## src/design/bel_pkg.sv

```systemverilog
// Package with constants and types for the boot and lane configuration block
package bel_pkg;

  // Boot mode strap encoding (integrator defined)
  localparam logic [1:0] BOOT_HOST_CODE  = 2'h0;
  localparam logic [1:0] BOOT_EMU_CODE   = 2'h1;
  localparam logic [1:0] BOOT_ROM_CODE   = 2'h2;

  // ROM width strap encoding
  localparam logic [1:0] ROM_W8_CODE     = 2'h0;
  localparam logic [1:0] ROM_W16_CODE    = 2'h1;
  localparam logic [1:0] ROM_W32_CODE    = 2'h2;

  // Memory access width codes
  localparam logic [1:0] ACC_W8          = 2'h0;
  localparam logic [1:0] ACC_W16         = 2'h1;
  localparam logic [1:0] ACC_W32         = 2'h2;

  // Boot copy size and destination
  localparam int         ROM_COPY_BYTES  = 1024;
  localparam logic [31:0] BOOT_DEST_ADDR = 32'h0000_0000;
  localparam logic [31:0] START_ADDR     = 32'h0000_0000;

  // Configuration values loaded in reset and held until the straps are latched
  localparam logic       ENDIAN_RESET    = 1'h1;
  localparam logic       LANE_CORR_RESET = 1'h1;

  // APB register map
  localparam logic [7:0] CTRL_OFFSET     = 8'h00;
  localparam logic [7:0] STATUS_OFFSET   = 8'h04;
  localparam logic [7:0] CONFIG_OFFSET   = 8'h08;
  localparam int         HOSTINT_BIT     = 0;
  localparam int         CPUCLR_BIT      = 1;

  typedef enum logic [4:0] {
    ST_RESET = 5'b00001,
    ST_HOLD  = 5'b00010,
    ST_COPY  = 5'b00100,
    ST_WAIT  = 5'b01000,
    ST_RUN   = 5'b10000
  } bel_state_type;

endpackage : bel_pkg

```

## src/design/bel_boot_lane.sv

```systemverilog
// Boot release control and external data lane placement
//
// Function
// - Endian strap high selects little-endian; default little-endian.
// - Correction strap high: narrow data low lanes little, top lanes big.
// - Correction strap low: narrow data always on lowest lanes.
// - Reset input high keeps internal reset and defined state.
// - On reset release, run with latched configuration and boot mode.
// - Three boot methods: host, emulator, ROM copy.
// - Host boot holds CPU stalled, other units free for host loading.
// - Bit while stalled is not pending interrupt; releases in host and emulator boot.
// - During host boot host may read and write all memory.
// - CPU clears bit after release; no further such interrupts until then.
// - ROM boot copies 1K bytes from chip enable one to zero.
// - Narrow ROM bytes or halfwords are packed into 32-bit words.
// - Copy is one block transfer; completion releases CPU at zero.
`timescale 1ns/1ps
module bel_boot_lane #(
  parameter int ROM_BYTES = bel_pkg::ROM_COPY_BYTES
) (
  input  wire logic        clk,
  input  wire logic        reset,
  input  wire logic        endian_select_strap,
  input  wire logic        lane_correction_strap,
  input  wire logic [1:0]  boot_mode_strap,
  input  wire logic [1:0]  rom_width_strap,
  input  wire logic        host_to_cpu_set,
  input  wire logic        psel,
  input  wire logic        penable,
  input  wire logic        pwrite,
  input  wire logic [7:0]  paddr,
  input  wire logic [31:0] pwdata,
  output logic      [31:0] prdata,
  output logic             pready,
  output logic             pslverr,
  output logic             cpu_stall,
  output logic             cpu_start,
  output logic [31:0]      cpu_start_addr,
  output logic             cpu_int_pending,
  output logic             host_mem_access,
  output logic             little_order_mode,
  output logic             narrow_lane_correction,
  output logic             rom_rd_req,
  output logic [31:0]      rom_rd_addr,
  input  wire logic        rom_rd_valid,
  input  wire logic [31:0] rom_rd_data,
  output logic             mem_wr_req,
  output logic [31:0]      mem_wr_addr,
  output logic [31:0]      mem_wr_data,
  input  wire logic [1:0]  acc_width,
  input  wire logic [31:0] core_wr_data,
  output logic [31:0]      external_data_lanes,
  output logic [3:0]       lane_strobe
);

  ////////////////////////////////////////////////////////////////////////////
  // Strap synchronisers and configuration latch

  logic [5:0] strap_meta;
  logic [5:0] strap_sync;
  logic [1:0] boot_mode;
  logic [1:0] rom_width;
  logic       cfg_valid;
  logic       rst_seen;

  // No reset here, so the straps are already settled when reset lets go
  always_ff @(posedge clk) begin
    strap_meta <= {rom_width_strap, boot_mode_strap,
                   lane_correction_strap, endian_select_strap};
    strap_sync <= strap_meta;
  end

  // Straps keep being sampled until the first settled cycle after release
  always_ff @(posedge clk or posedge reset) begin
    if (reset) begin
      rst_seen               <= 1'b0;
      cfg_valid              <= 1'b0;
      little_order_mode      <= bel_pkg::ENDIAN_RESET;
      narrow_lane_correction <= bel_pkg::LANE_CORR_RESET;
      boot_mode              <= bel_pkg::BOOT_HOST_CODE;
      rom_width              <= bel_pkg::ROM_W32_CODE;
    end else begin
      rst_seen <= 1'b1;
      if (rst_seen && !cfg_valid) begin
        cfg_valid              <= 1'b1;
        little_order_mode      <= strap_sync[0];
        narrow_lane_correction <= strap_sync[1];
        boot_mode              <= strap_sync[3:2];
        rom_width              <= strap_sync[5:4];
      end
    end
  end

  ////////////////////////////////////////////////////////////////////////////
  // Host-to-CPU interrupt bit

  logic host_to_cpu_interrupt;
  logic cpu_clear;
  logic apb_wr;

  assign apb_wr = psel && penable && pwrite;
  assign cpu_clear = apb_wr && (paddr == bel_pkg::CTRL_OFFSET)
                     && pwdata[bel_pkg::CPUCLR_BIT];

  bel_pkg::bel_state_type state;

  // Set beats clear; while set further raises are absorbed
  always_ff @(posedge clk or posedge reset) begin
    if (reset) begin
      host_to_cpu_interrupt <= 1'b0;
    end else if (host_to_cpu_set || (apb_wr && (paddr == bel_pkg::CTRL_OFFSET)
                 && pwdata[bel_pkg::HOSTINT_BIT])) begin
      host_to_cpu_interrupt <= 1'b1;
    end else if (cpu_clear) begin
      host_to_cpu_interrupt <= 1'b0;
    end
  end

  // Pending CPU interrupt only on a fresh rise while running
  logic hint_q;
  always_ff @(posedge clk or posedge reset) begin
    if (reset) begin
      hint_q          <= 1'b0;
      cpu_int_pending <= 1'b0;
    end else begin
      hint_q <= host_to_cpu_interrupt;
      if (host_to_cpu_interrupt && !hint_q && state == bel_pkg::ST_RUN) begin
        cpu_int_pending <= 1'b1;
      end else if (cpu_clear) begin
        cpu_int_pending <= 1'b0;
      end
    end
  end

  ////////////////////////////////////////////////////////////////////////////
  // Boot sequencer

  localparam int WORDS = ROM_BYTES / 4;
  logic [31:0] src_addr;
  logic [31:0] dst_addr;
  logic [31:0] pack;
  logic [1:0]  part;
  logic [1:0]  parts_needed;
  logic [15:0] words_done;

  always_comb begin
    unique case (rom_width)
      bel_pkg::ROM_W8_CODE:  parts_needed = 2'd3;
      bel_pkg::ROM_W16_CODE: parts_needed = 2'd1;
      default:               parts_needed = 2'd0;
    endcase
  end

  always_ff @(posedge clk or posedge reset) begin
    if (reset) begin
      state       <= bel_pkg::ST_RESET;
      src_addr    <= 32'h0000_0000;
      dst_addr    <= bel_pkg::BOOT_DEST_ADDR;
      pack        <= 32'h0000_0000;
      part        <= 2'd0;
      words_done  <= 16'h0000;
      rom_rd_req  <= 1'b0;
      mem_wr_req  <= 1'b0;
      mem_wr_addr <= 32'h0000_0000;
      mem_wr_data <= 32'h0000_0000;
    end else begin
      mem_wr_req <= 1'b0;
      unique case (state)
        bel_pkg::ST_RESET: begin
          if (cfg_valid) begin
            if (boot_mode == bel_pkg::BOOT_ROM_CODE) begin
              state      <= bel_pkg::ST_COPY;
              rom_rd_req <= 1'b1;
            end else begin
              state <= bel_pkg::ST_HOLD;
            end
          end
        end
        bel_pkg::ST_HOLD: begin
          // Host or emulator sets the bit to free the CPU
          if (host_to_cpu_interrupt && boot_mode != bel_pkg::BOOT_ROM_CODE) begin
            state <= bel_pkg::ST_RUN;
          end
        end
        bel_pkg::ST_COPY: begin
          if (words_done == 16'(WORDS)) begin
            // Last word goes out this cycle, so the block transfer is done
            state <= bel_pkg::ST_RUN;
          end else if (rom_rd_valid) begin
            // Narrow parts fill from the low end upward, whatever the endian mode
            unique case (rom_width)
              bel_pkg::ROM_W8_CODE:
                pack <= {rom_rd_data[7:0], pack[31:8]};
              bel_pkg::ROM_W16_CODE:
                pack <= {rom_rd_data[15:0], pack[31:16]};
              default:
                pack <= rom_rd_data;
            endcase
            src_addr <= src_addr + 32'd1;
            if (part == parts_needed) begin
              part       <= 2'd0;
              state      <= bel_pkg::ST_WAIT;
              rom_rd_req <= 1'b0;
            end else begin
              part <= part + 2'd1;
            end
          end
        end
        bel_pkg::ST_WAIT: begin
          mem_wr_req  <= 1'b1;
          mem_wr_addr <= dst_addr;
          mem_wr_data <= pack;
          dst_addr    <= dst_addr + 32'd4;
          words_done  <= words_done + 16'd1;
          state       <= bel_pkg::ST_COPY;
          // No further reads once the last word is in flight
          if (words_done != 16'(WORDS - 1)) begin
            rom_rd_req <= 1'b1;
          end
        end
        bel_pkg::ST_RUN: begin
          state <= bel_pkg::ST_RUN;
        end
        default: begin
          state <= bel_pkg::ST_RESET;
        end
      endcase
    end
  end

  assign rom_rd_addr = src_addr;

  // One-cycle start pulse on leaving the stall
  logic run_q;
  always_ff @(posedge clk or posedge reset) begin
    if (reset) begin
      run_q <= 1'b0;
    end else begin
      run_q <= (state == bel_pkg::ST_RUN);
    end
  end

  assign cpu_stall       = (state != bel_pkg::ST_RUN);
  assign cpu_start       = (state == bel_pkg::ST_RUN) && !run_q;
  assign cpu_start_addr  = bel_pkg::START_ADDR;
  assign host_mem_access = (state == bel_pkg::ST_HOLD);

  ////////////////////////////////////////////////////////////////////////////
  // Lane placement of outgoing data

  always_ff @(posedge clk or posedge reset) begin
    if (reset) begin
      external_data_lanes <= 32'h0000_0000;
      lane_strobe         <= 4'h0;
    end else begin
      unique case (acc_width)
        bel_pkg::ACC_W8: begin
          if (!narrow_lane_correction || little_order_mode) begin
            external_data_lanes <= {24'h000000, core_wr_data[7:0]};
            lane_strobe         <= 4'h1;
          end else begin
            external_data_lanes <= {core_wr_data[7:0], 24'h000000};
            lane_strobe         <= 4'h8;
          end
        end
        bel_pkg::ACC_W16: begin
          if (!narrow_lane_correction || little_order_mode) begin
            external_data_lanes <= {16'h0000, core_wr_data[15:0]};
            lane_strobe         <= 4'h3;
          end else begin
            external_data_lanes <= {core_wr_data[15:0], 16'h0000};
            lane_strobe         <= 4'hc;
          end
        end
        default: begin
          external_data_lanes <= core_wr_data;
          lane_strobe         <= 4'hf;
        end
      endcase
    end
  end

  ////////////////////////////////////////////////////////////////////////////
  // APB slave, zero wait states

  assign pready  = 1'b1;
  assign pslverr = 1'b0;

  always_comb begin
    unique case (paddr)
      bel_pkg::CTRL_OFFSET:   prdata = {31'h0, host_to_cpu_interrupt};
      bel_pkg::STATUS_OFFSET: prdata = {27'h0, cpu_int_pending, host_mem_access,
                                        cfg_valid, cpu_stall, state == bel_pkg::ST_RUN};
      bel_pkg::CONFIG_OFFSET: prdata = {24'h0, rom_width, boot_mode,
                                        2'h0, narrow_lane_correction, little_order_mode};
      default:                prdata = 32'h0000_0000;
    endcase
  end

endmodule : bel_boot_lane

```

## config.mk

```make
export PLATFORM = sky130hd
export DESIGN_NAME = bel_boot_lane
export DESIGN_NICKNAME = d
export VERILOG_FILES = /design/src/design/bel_pkg.sv /design/src/design/bel_boot_lane.sv
export SDC_FILE = /design/constraint.sdc
export NUM_CORES = 1
export LEC_CHECK = 0
export ABC_AREA = 0
export BUFFER_PORTS_ARGS = -buffer_cell sky130_fd_sc_hd__buf_2
export CAP_MARGIN = 10
export CELL_PAD_IN_SITES_DETAIL_PLACEMENT = 0
export CELL_PAD_IN_SITES_GLOBAL_PLACEMENT = 1
export CORE_MARGIN = 3
export CORE_UTILIZATION = 31
export CTS_BUF_LIST = sky130_fd_sc_hd__clkbuf_8 sky130_fd_sc_hd__clkbuf_16
export DETAILED_ROUTE_END_ITERATION = 7
export PLACE_DENSITY_LB_ADDON = 0.1
export REMOVE_ABC_BUFFERS = 1
export SLEW_MARGIN = 10
export SYNTH_ARGS = -nofsm -noshare
export SYNTH_HDL_FRONTEND = slang
export SYNTH_SLANG_ARGS = --single-unit
export TNS_END_PERCENT = 5
```

## constraint.sdc

```tcl
create_clock -name clk -period 17.46 [get_ports clk]
set_input_delay 2.619 -clock clk [delete_from_list [all_inputs] [get_ports clk]]
set_output_delay 2.619 -clock clk [all_outputs]
set_load 0.02 [all_outputs]
```

==> results of run 1 <==
-- layout by cell type (no fill, tap or decap), types with 29 or more instances in the layout --
cell	count
nand2_1	268
buf_2	234
dfrtp_1	224
nor2_1	64
conb_1	61
xnor2_1	59
o21ai_0	47
a21oi_1	38
mux2i_1	33
clkbuf_16	29
-- flip-flops by register name, summed over array words and instances (netlist names), 4 cells and up --
signal               cells
strap_meta               6
words_done              16
dst_addr                30
lane_strobe              4
pack                    32
mem_wr_data             32
external_data_lanes     32
state                    5
mem_wr_addr             30
strap_sync               6
rom_rd_addr             32
-- cell families after synthesis --
family | Yosys count | synth area share (%)
flip-flops | 241 | 56.0
multiplexers | 39 | 3.73
adder cells (fa/ha/maj) | 4 | 0.469
buffers and inverters | 121 | 6.67
AO/OA/AOI/OAI | 114 | 6.19
other | 2 | 0.0703
XOR/XNOR | 76 | 6.23
AND/OR/NAND/NOR | 473 | 20.7
-- power groups by stage --
stage	Sequential [W]	Clock, W	Combinational (W)
after floorplan	0.000654	0	0.000104
after global placement	0.000649	0	0.000167
after detailed placement	0.000650	0	0.000167
after CTS	0.000640	0.000629	0.000168
after global routing	0.000647	0.000651	0.000190
final	0.000639	0.000605	0.000164
-- stage by stage --
| stage | hold slack (ps) | setup slack (ps) | power [W] | area, µm² | util, % |
|---|---|---|---|---|---|
| CTS | 326 | 11390 | 0.00144 | 13000 | 38.6 |
| floorplan | 310 | 8570 | 0.000758 | 10200 | - |
| global placement | 312 | 11400 | 0.000816 | 12000 | 35.7 |
| detailed placement | 312 | 11390 | 0.000818 | 12000 | 35.7 |
| global route | 332 | 11300 | 0.00149 | 13000 | 38.6 |
| finish | 325 | 11400 | 0.00141 | 13000 | 38.6 |
-- worst paths after layout --
kind	start	end	slack [ps]
max	paddr[5]	prdata[3]	11400
min	strap_meta[4]$_DFF_P_	strap_sync[4]$_DFF_P_	330
max reg2reg	state[1]$_DFFE_PP0P_	rom_rd_req$_DFFE_PP0P_	14720
min reg2reg	strap_meta[4]$_DFF_P_	strap_sync[4]$_DFF_P_	330
max in group asynchronous	reset	mem_wr_data[18]$_DFFE_PP0P_	13850
min in group asynchronous	reset	mem_wr_addr[7]$_DFFE_PP0P_	2260
-- critical path, cell delays in order --
cell	delay [ps]
buf_2	100
nor2_1	120
and3_1	220
nand2_1	100
nor2_1	110
buf_2	180
-- layer usage --
layer / global-route usage [%] / share of wire (%) / up-vias
li1: - / - / 3884
met3: 3.29 / 5.7 / 26
met1: 19.4 / 44 / 3680
met5: 0 / 0.049 / -
met2: 23.9 / 48 / 164
met4: 3.53 / 1.4 / 2
-- final cells by class --
class,instances,share of cell area (%)
diodes,2,0.0385
clock buffers,33,6.00
clock inverters,21,1.42
inverters,16,0.520
multi-input cells,767,32.4
flip-flops and latches,241,46.0
well taps,448,4.31
repair buffers,240,9.35
==> metrics.md, run 1 <==
| Metric | Value |
|---|---|
| Status | complete, no violations |
| VDD IR max | 0.0000779 V |
| Post-DP HPWL | 17.8 mm |
| Setup CP Type | in2out |
| Fillers | 3,501 |
| Post-cts repair resize count | 0 |
| Final ANT Viol Nets | 0 |
| Multi-input gate area | 4210 µm² |
| Cell Pwr Density | 108 nW/µm² |
| Area grow syn2layout | 21.8% |
| Setup Buffers After CTS | 0 |
| Placed Cells | 1,712 |
| Mapped Avg Cell Area | 9.98 µm² |
| Largest net degree at the start of global routing | 132 |
| TritonCTS buffer count | 29 |
| Crit path max fanout | 4 |
| Max Fclk | 165 MHz |
| Sequential-to-total area share from yosys stat | 56.0% |
| Top-count cell post-synth | nand2_1 |
| Critical path endpoint category | primary output |
| Post-Syn Area | 10,700 µm² |
| Reg clk slew, reported paths | 60 ps |
| Num Clock Sinks | 241 |
| Final Hold Viols | 0 |
| RSZ-0062 raised after global routing | false |
| Root buf cell | clkbuf_16 |
| CTS tree | yes |
| Slew Limit Fails | 0 |
| Crit path arrival time | 3450 ps |
| Post-CTS Hold Buffers | 0 |
| Ys Warns | 0 |
| Starting Density | 31.7% |
| Initial antenna violation count | 2 |
| Initial DRT Pass Iterations | 4 |
| Die area | 36,700 µm² |
| CP Launch Type | primary input |
| Vias in the first global route | 7,743 |
| DRT iter0 DRCs | 249 |
| Final Setup Violations | 0 |
| Internal cell power | 0.00103 W |
| Die width | 192 µm |
| FF+latch count, synth | 241 |
| Flop pwr share | 45.4% |
| Setup_tns | 0 ps |
| Max Root-Sink Buffers | 3 |
| Nets | 1,418 |
| Fraction of layout cells with a size suffix above 1 | 24.0% |
| Post-synth EDFFs | 0 |
| Placer Congestion | 0.712 |
| FF-to-FF path depth | 7 |
| Hold/Removal Path Class | reg2reg |
| Final Critical Period | 6060 ps |
| Comb power frac | 11.6% |
| Leakage | 6.75 nW |
| Clock group share of total power | 43.0% |
| Worst slew margin | 26.0% |
| GRT Resource Usage Total | 14.5% |
| Synth top area share | 52.7% |
| Post-Synthesis Cells | 1,070 |
| Synth cell count leaders | 268 x nand2_1, 225 x dfrtp_1, 64 x nor2_1, 63 x buf_4, 59 x xnor2_1 |
| GR Overflow Total | 0 |
| Worst Skew | 12.5 ps |
| Clk_lat worst skew | 540 ps |
| Row Count | 67 |
| Least-Margin Pin Slew | 1110 ps |
| Top Ports | 325 |
| Yosys top cell by area | dfrtp_1 |
| Sw frac | 27.1% |
| Fin crit share | 34.7% |
| Number of buffers added on ports | 234 |
| Routed wire per std cell | 15.1 µm |
| Count of cell types in the netlist | 55 |
| Final cell count without fillers | 1,768 |
| Vias | 7,756 |
| Core area | 33,700 µm² |
| Net Sw Power | 0.000382 W |
| Most common flop cell mapped by yosys | dfrtp_1 |
| Critical Path RT | 14,840 ps |
| Max cap viols | 0 |
| Die H | 192 µm |
| Routed vias/inst | 4.39 |
| Async S/R FF share, synth | 95.0% |
| Routed wire length | 26.8 mm |
| H-tree levels | 1 |
| DRC Markers | 0 |
| Seq. cell area | 5980 µm² |
| Synth area leaders | dfrtp_1 53%, nand2_1 9.4%, xnor2_1 4.8%, buf_4 4.4%, mux2i_1 3.1% |
| WHS Path Cells | 0 |
| Global-route wire length before repair | 43.3 mm |
Power figures use the tool's default switching activity.
==> run 2: changes to the inputs <==
--- a/config.mk
+++ b/config.mk
@@ -5,7 +5,7 @@
 export SDC_FILE = /design/constraint.sdc
 export NUM_CORES = 1
 export LEC_CHECK = 0
-export ABC_AREA = 0
+export ABC_AREA = 1
 export BUFFER_PORTS_ARGS = -buffer_cell sky130_fd_sc_hd__buf_2
 export CAP_MARGIN = 10
 export CELL_PAD_IN_SITES_DETAIL_PLACEMENT = 0
==> constraint.sdc (replaced) <==
create_clock -name clk -period 6.3 [get_ports clk]
set_input_delay 0.945 -clock clk [delete_from_list [all_inputs] [get_ports clk]]
set_output_delay 0.945 -clock clk [all_outputs]
set_load 0.02 [all_outputs]
==> run 2 against run 1 <==
  * Design area grew 8.0%
  * Sequential share of layout area shrank 3.4 points
  * Critical endpoint is now prdata[7]
  * Core utilization shrank 0.41 points
  * Clock power grew to 2.9 times the previous value
  * Synthesized cell count grew 35%
  * Sequential power grew to 3.1 times the previous value
  * Combinational power grew to 7.0 times the previous value
  * Count of clock-buffer cells in the layout grew 8
  * Highest routed layer unchanged
  * Routed wire length grew 20%
==> metrics.md, run 2 <==
| Metric | Value |
|---|---|
| Status | complete, no violations |
| Final cell count without fillers | 2,168 |
| Comb power frac | 23.4% |
| Root buf cell | clkbuf_16 |
| Mux share of post-synthesis cell area | 0.0968% |
| Placed Cells | 2,109 |
| Final Worst Setup Slack | 3020 ps |
| Post-synth EDFFs | 0 |
| Cell Pwr Density | 348 nW/µm² |
| Hold/Removal Path Class | reg2reg |
| Net Sw Power | 0.00165 W |
| DRC Markers | 0 |
| CTS tree | yes |
| Die width | 200 µm |
| Count of cell types in the netlist | 41 |
| Vias in the first global route | 9,673 |
| Post-Syn Area | 11,600 µm² |
| Post-DP HPWL | 22.8 mm |
| TritonCTS buffer count | 30 |
| Critical-path cell list | inv_1, nor2_1, buf_2 |
| Mapped Avg Cell Area | 8.05 µm² |
| Initial antenna violation count | 6 |
| Worst slack, placed | 3230 ps |
| Final Critical Period | 3280 ps |
| Top Family by Delay on Critical Path | flip-flops |
| Largest family of logic cells by synthesized area | simple AND/OR/NAND/NOR gates |
| Internal cell power | 0.00324 W |
| GR Overflow Total | 0 |
| Row Count | 70 |
| Fraction of layout cells with a size suffix above 1 | 18.3% |
| Routed wire length | 32.3 mm |
| RSZ-0062 raised after global routing | false |
| Critical path endpoint category | primary output |
| Worst path max stage delay | 840 ps |
| Routed wire per std cell | 14.9 µm |
| GRT Resource Usage Total | 16.2% |
| Reg clk slew, reported paths | 60 ps |
| Top Ports | 325 |
| Largest net degree at the start of global routing | 118 |
| Setup Buffers After CTS | 0 |
| Post-synthesis simple-gate area fraction | 25.2% |
| Synth Area in XOR/XNOR | 2.18% |
| Max cap viols | 0 |
| Core area | 36,800 µm² |
| Placer Congestion | 0.808 |
| Top-count cell post-synth | nand2_1 |
| Routed vias/inst | 4.47 |
| Max Fclk | 305 MHz |
| Sequential-to-total area share from yosys stat | 51.3% |
| Most common flop cell mapped by yosys | dfrtp_1 |
| Ys Warns | 0 |
| Sw frac | 33.6% |
| Async S/R FF share, synth | 95.0% |
| Post-cts repair resize count | 0 |
| Flop pwr share | 41.0% |
| Fin crit share | 52.0% |
| Most frequent cells in the layout | 445 x nand2_1, 234 x buf_2, 225 x dfrtp_1 |
| Slowest CP cell | dfstp_2 |
| Nets | 1,796 |
| Crit path max fanout | 20 |
| Area grow syn2layout | 20.7% |
| Worst slew margin | 41.1% |
| Worst Skew | 8.68 ps |
| Slew Limit Fails | 0 |
| Final Setup Violations | 0 |
| Yosys top cell by area | dfrtp_1 |
| Post-Synth Adder-Cell Area | 0.430% |
| Final ANT Viol Nets | 0 |
| Synth cell count leaders | 445 x nand2_1, 225 x dfrtp_1, 163 x inv_1, 159 x nor2_1, 113 x o21ai_0 |
| Die H | 200 µm |
| Synth top area share | 48.4% |
| Vias | 9,681 |
| Initial DRT Pass Iterations | 5 |
| Global-route wire length before repair | 51.8 mm |
| Die area | 39,900 µm² |
| H-tree levels | 1 |
| Power Total | 0.00489 W |
| FF+latch count, synth | 241 |
| Synth area leaders | dfrtp_1 48%, nand2_1 14%, inv_1 5.3%, nor2_1 5.1%, o21ai_0 4.9% |
| VDD IR max | 0.000203 V |
| DRT iter0 DRCs | 424 |
| Post-Synthesis Cells | 1,446 |
| Post-synthesis compound-gate area fraction | 9.52% |
| Post-CTS Hold Buffers | 0 |
| Num Clock Sinks | 241 |
| FF-to-FF path depth | 11 |
| Setup CP Type | reg2out |
| Number of buffers added on ports | 234 |
| Leakage | 7.15 nW |
| Least-Margin Pin Slew | 883 ps |
| Critical Path RT | 5350 ps |
| Max Root-Sink Buffers | 3 |
| WP buf/inv | 2 |
| Clock group share of total power | 35.6% |
| Starting Density | 31.6% |
| Clk_lat worst skew | 560 ps |
| Leading cell type in the layout, fill and taps excluded | nand2_1 |
| WHS Path Cells | 0 |
| Final Hold Viols | 0 |
| Crit path arrival time | 2330 ps |
| CP Launch Type | flip-flop |
| Critical Path Stages | 3 |
==> run 2: cell type report <==
type | count | area (µm²)
tap | 468 | 586
clock buffer | 41 | 925
multi-input combinational | 995 | 4600
timing repair buffer | 240 | 1230
sequential | 241 | 5980
antenna | 3 | 7.51
clock inverter | 15 | 92.6
inverter | 165 | 627
fill | 3958 | 22700
==> run 2: final timing paths <==
check,from,slack (ps),end
hold reg to reg,strap_meta[1]$_DFF_P_,320,strap_sync[1]$_DFF_P_
min in group asynchronous,reset,500,mem_wr_data[6]$_DFFE_PP0P_
setup / recovery,rom_width[1]$_DFFE_PP1P_,3020,prdata[7]
hold / removal,strap_meta[1]$_DFF_P_,320,strap_sync[1]$_DFF_P_
max in group asynchronous,reset,4660,dst_addr[18]$_DFFE_PP0P_
setup reg to reg,words_done[0]$_DFFE_PP0P_,3430,rom_rd_addr[10]$_DFFE_PP0P_
==> run 2: metal layers <==
| layer | vias up | track usage, % | part of all wire, % |
|---|---|---|---|
| met3 | 50 | 4.87 | 6.2 |
| met4 | 8 | 3.67 | 2.2 |
| li1 | 4928 | - | - |
| met5 | - | 0 | 0.14 |
| met1 | 4518 | 20.3 | 43 |
| met2 | 177 | 27.7 | 48 |
==> run 2: power groups by stage <==
stage          clock (W)  sequential (W)  combinational [W]
6_report         0.00174         0.00201            0.00114
5_1_grt          0.00187         0.00205            0.00130
4_1_cts          0.00180         0.00201            0.00118
3_5_place_dp           0         0.00203            0.00117
3_3_place_gp           0         0.00203            0.00116
2_1_floorplan          0         0.00218           0.000578
==> run 2: per-stage QoR <==
stage	hold slack, ps	setup TNS [ps]	util, %	area, µm²
floorplan	310	-205790	-	11200
finish	325	0	38.2	14000
global placement	310	0	35.4	13000
CTS	326	0	38.2	14000
detailed placement	313	0	35.4	13000
global route	333	0	38.2	14000
==> run 2: kinds of logic (layout without fill, tap and decap cells) <==
group	count (synthesis)	count (layout)
compound gates	185	185
xor+xnor	29	29
fa+ha+maj	4	4
buf+inv	269	461
flops	241	241
mux	1	1
other cells	2	64
simple gates	715	715
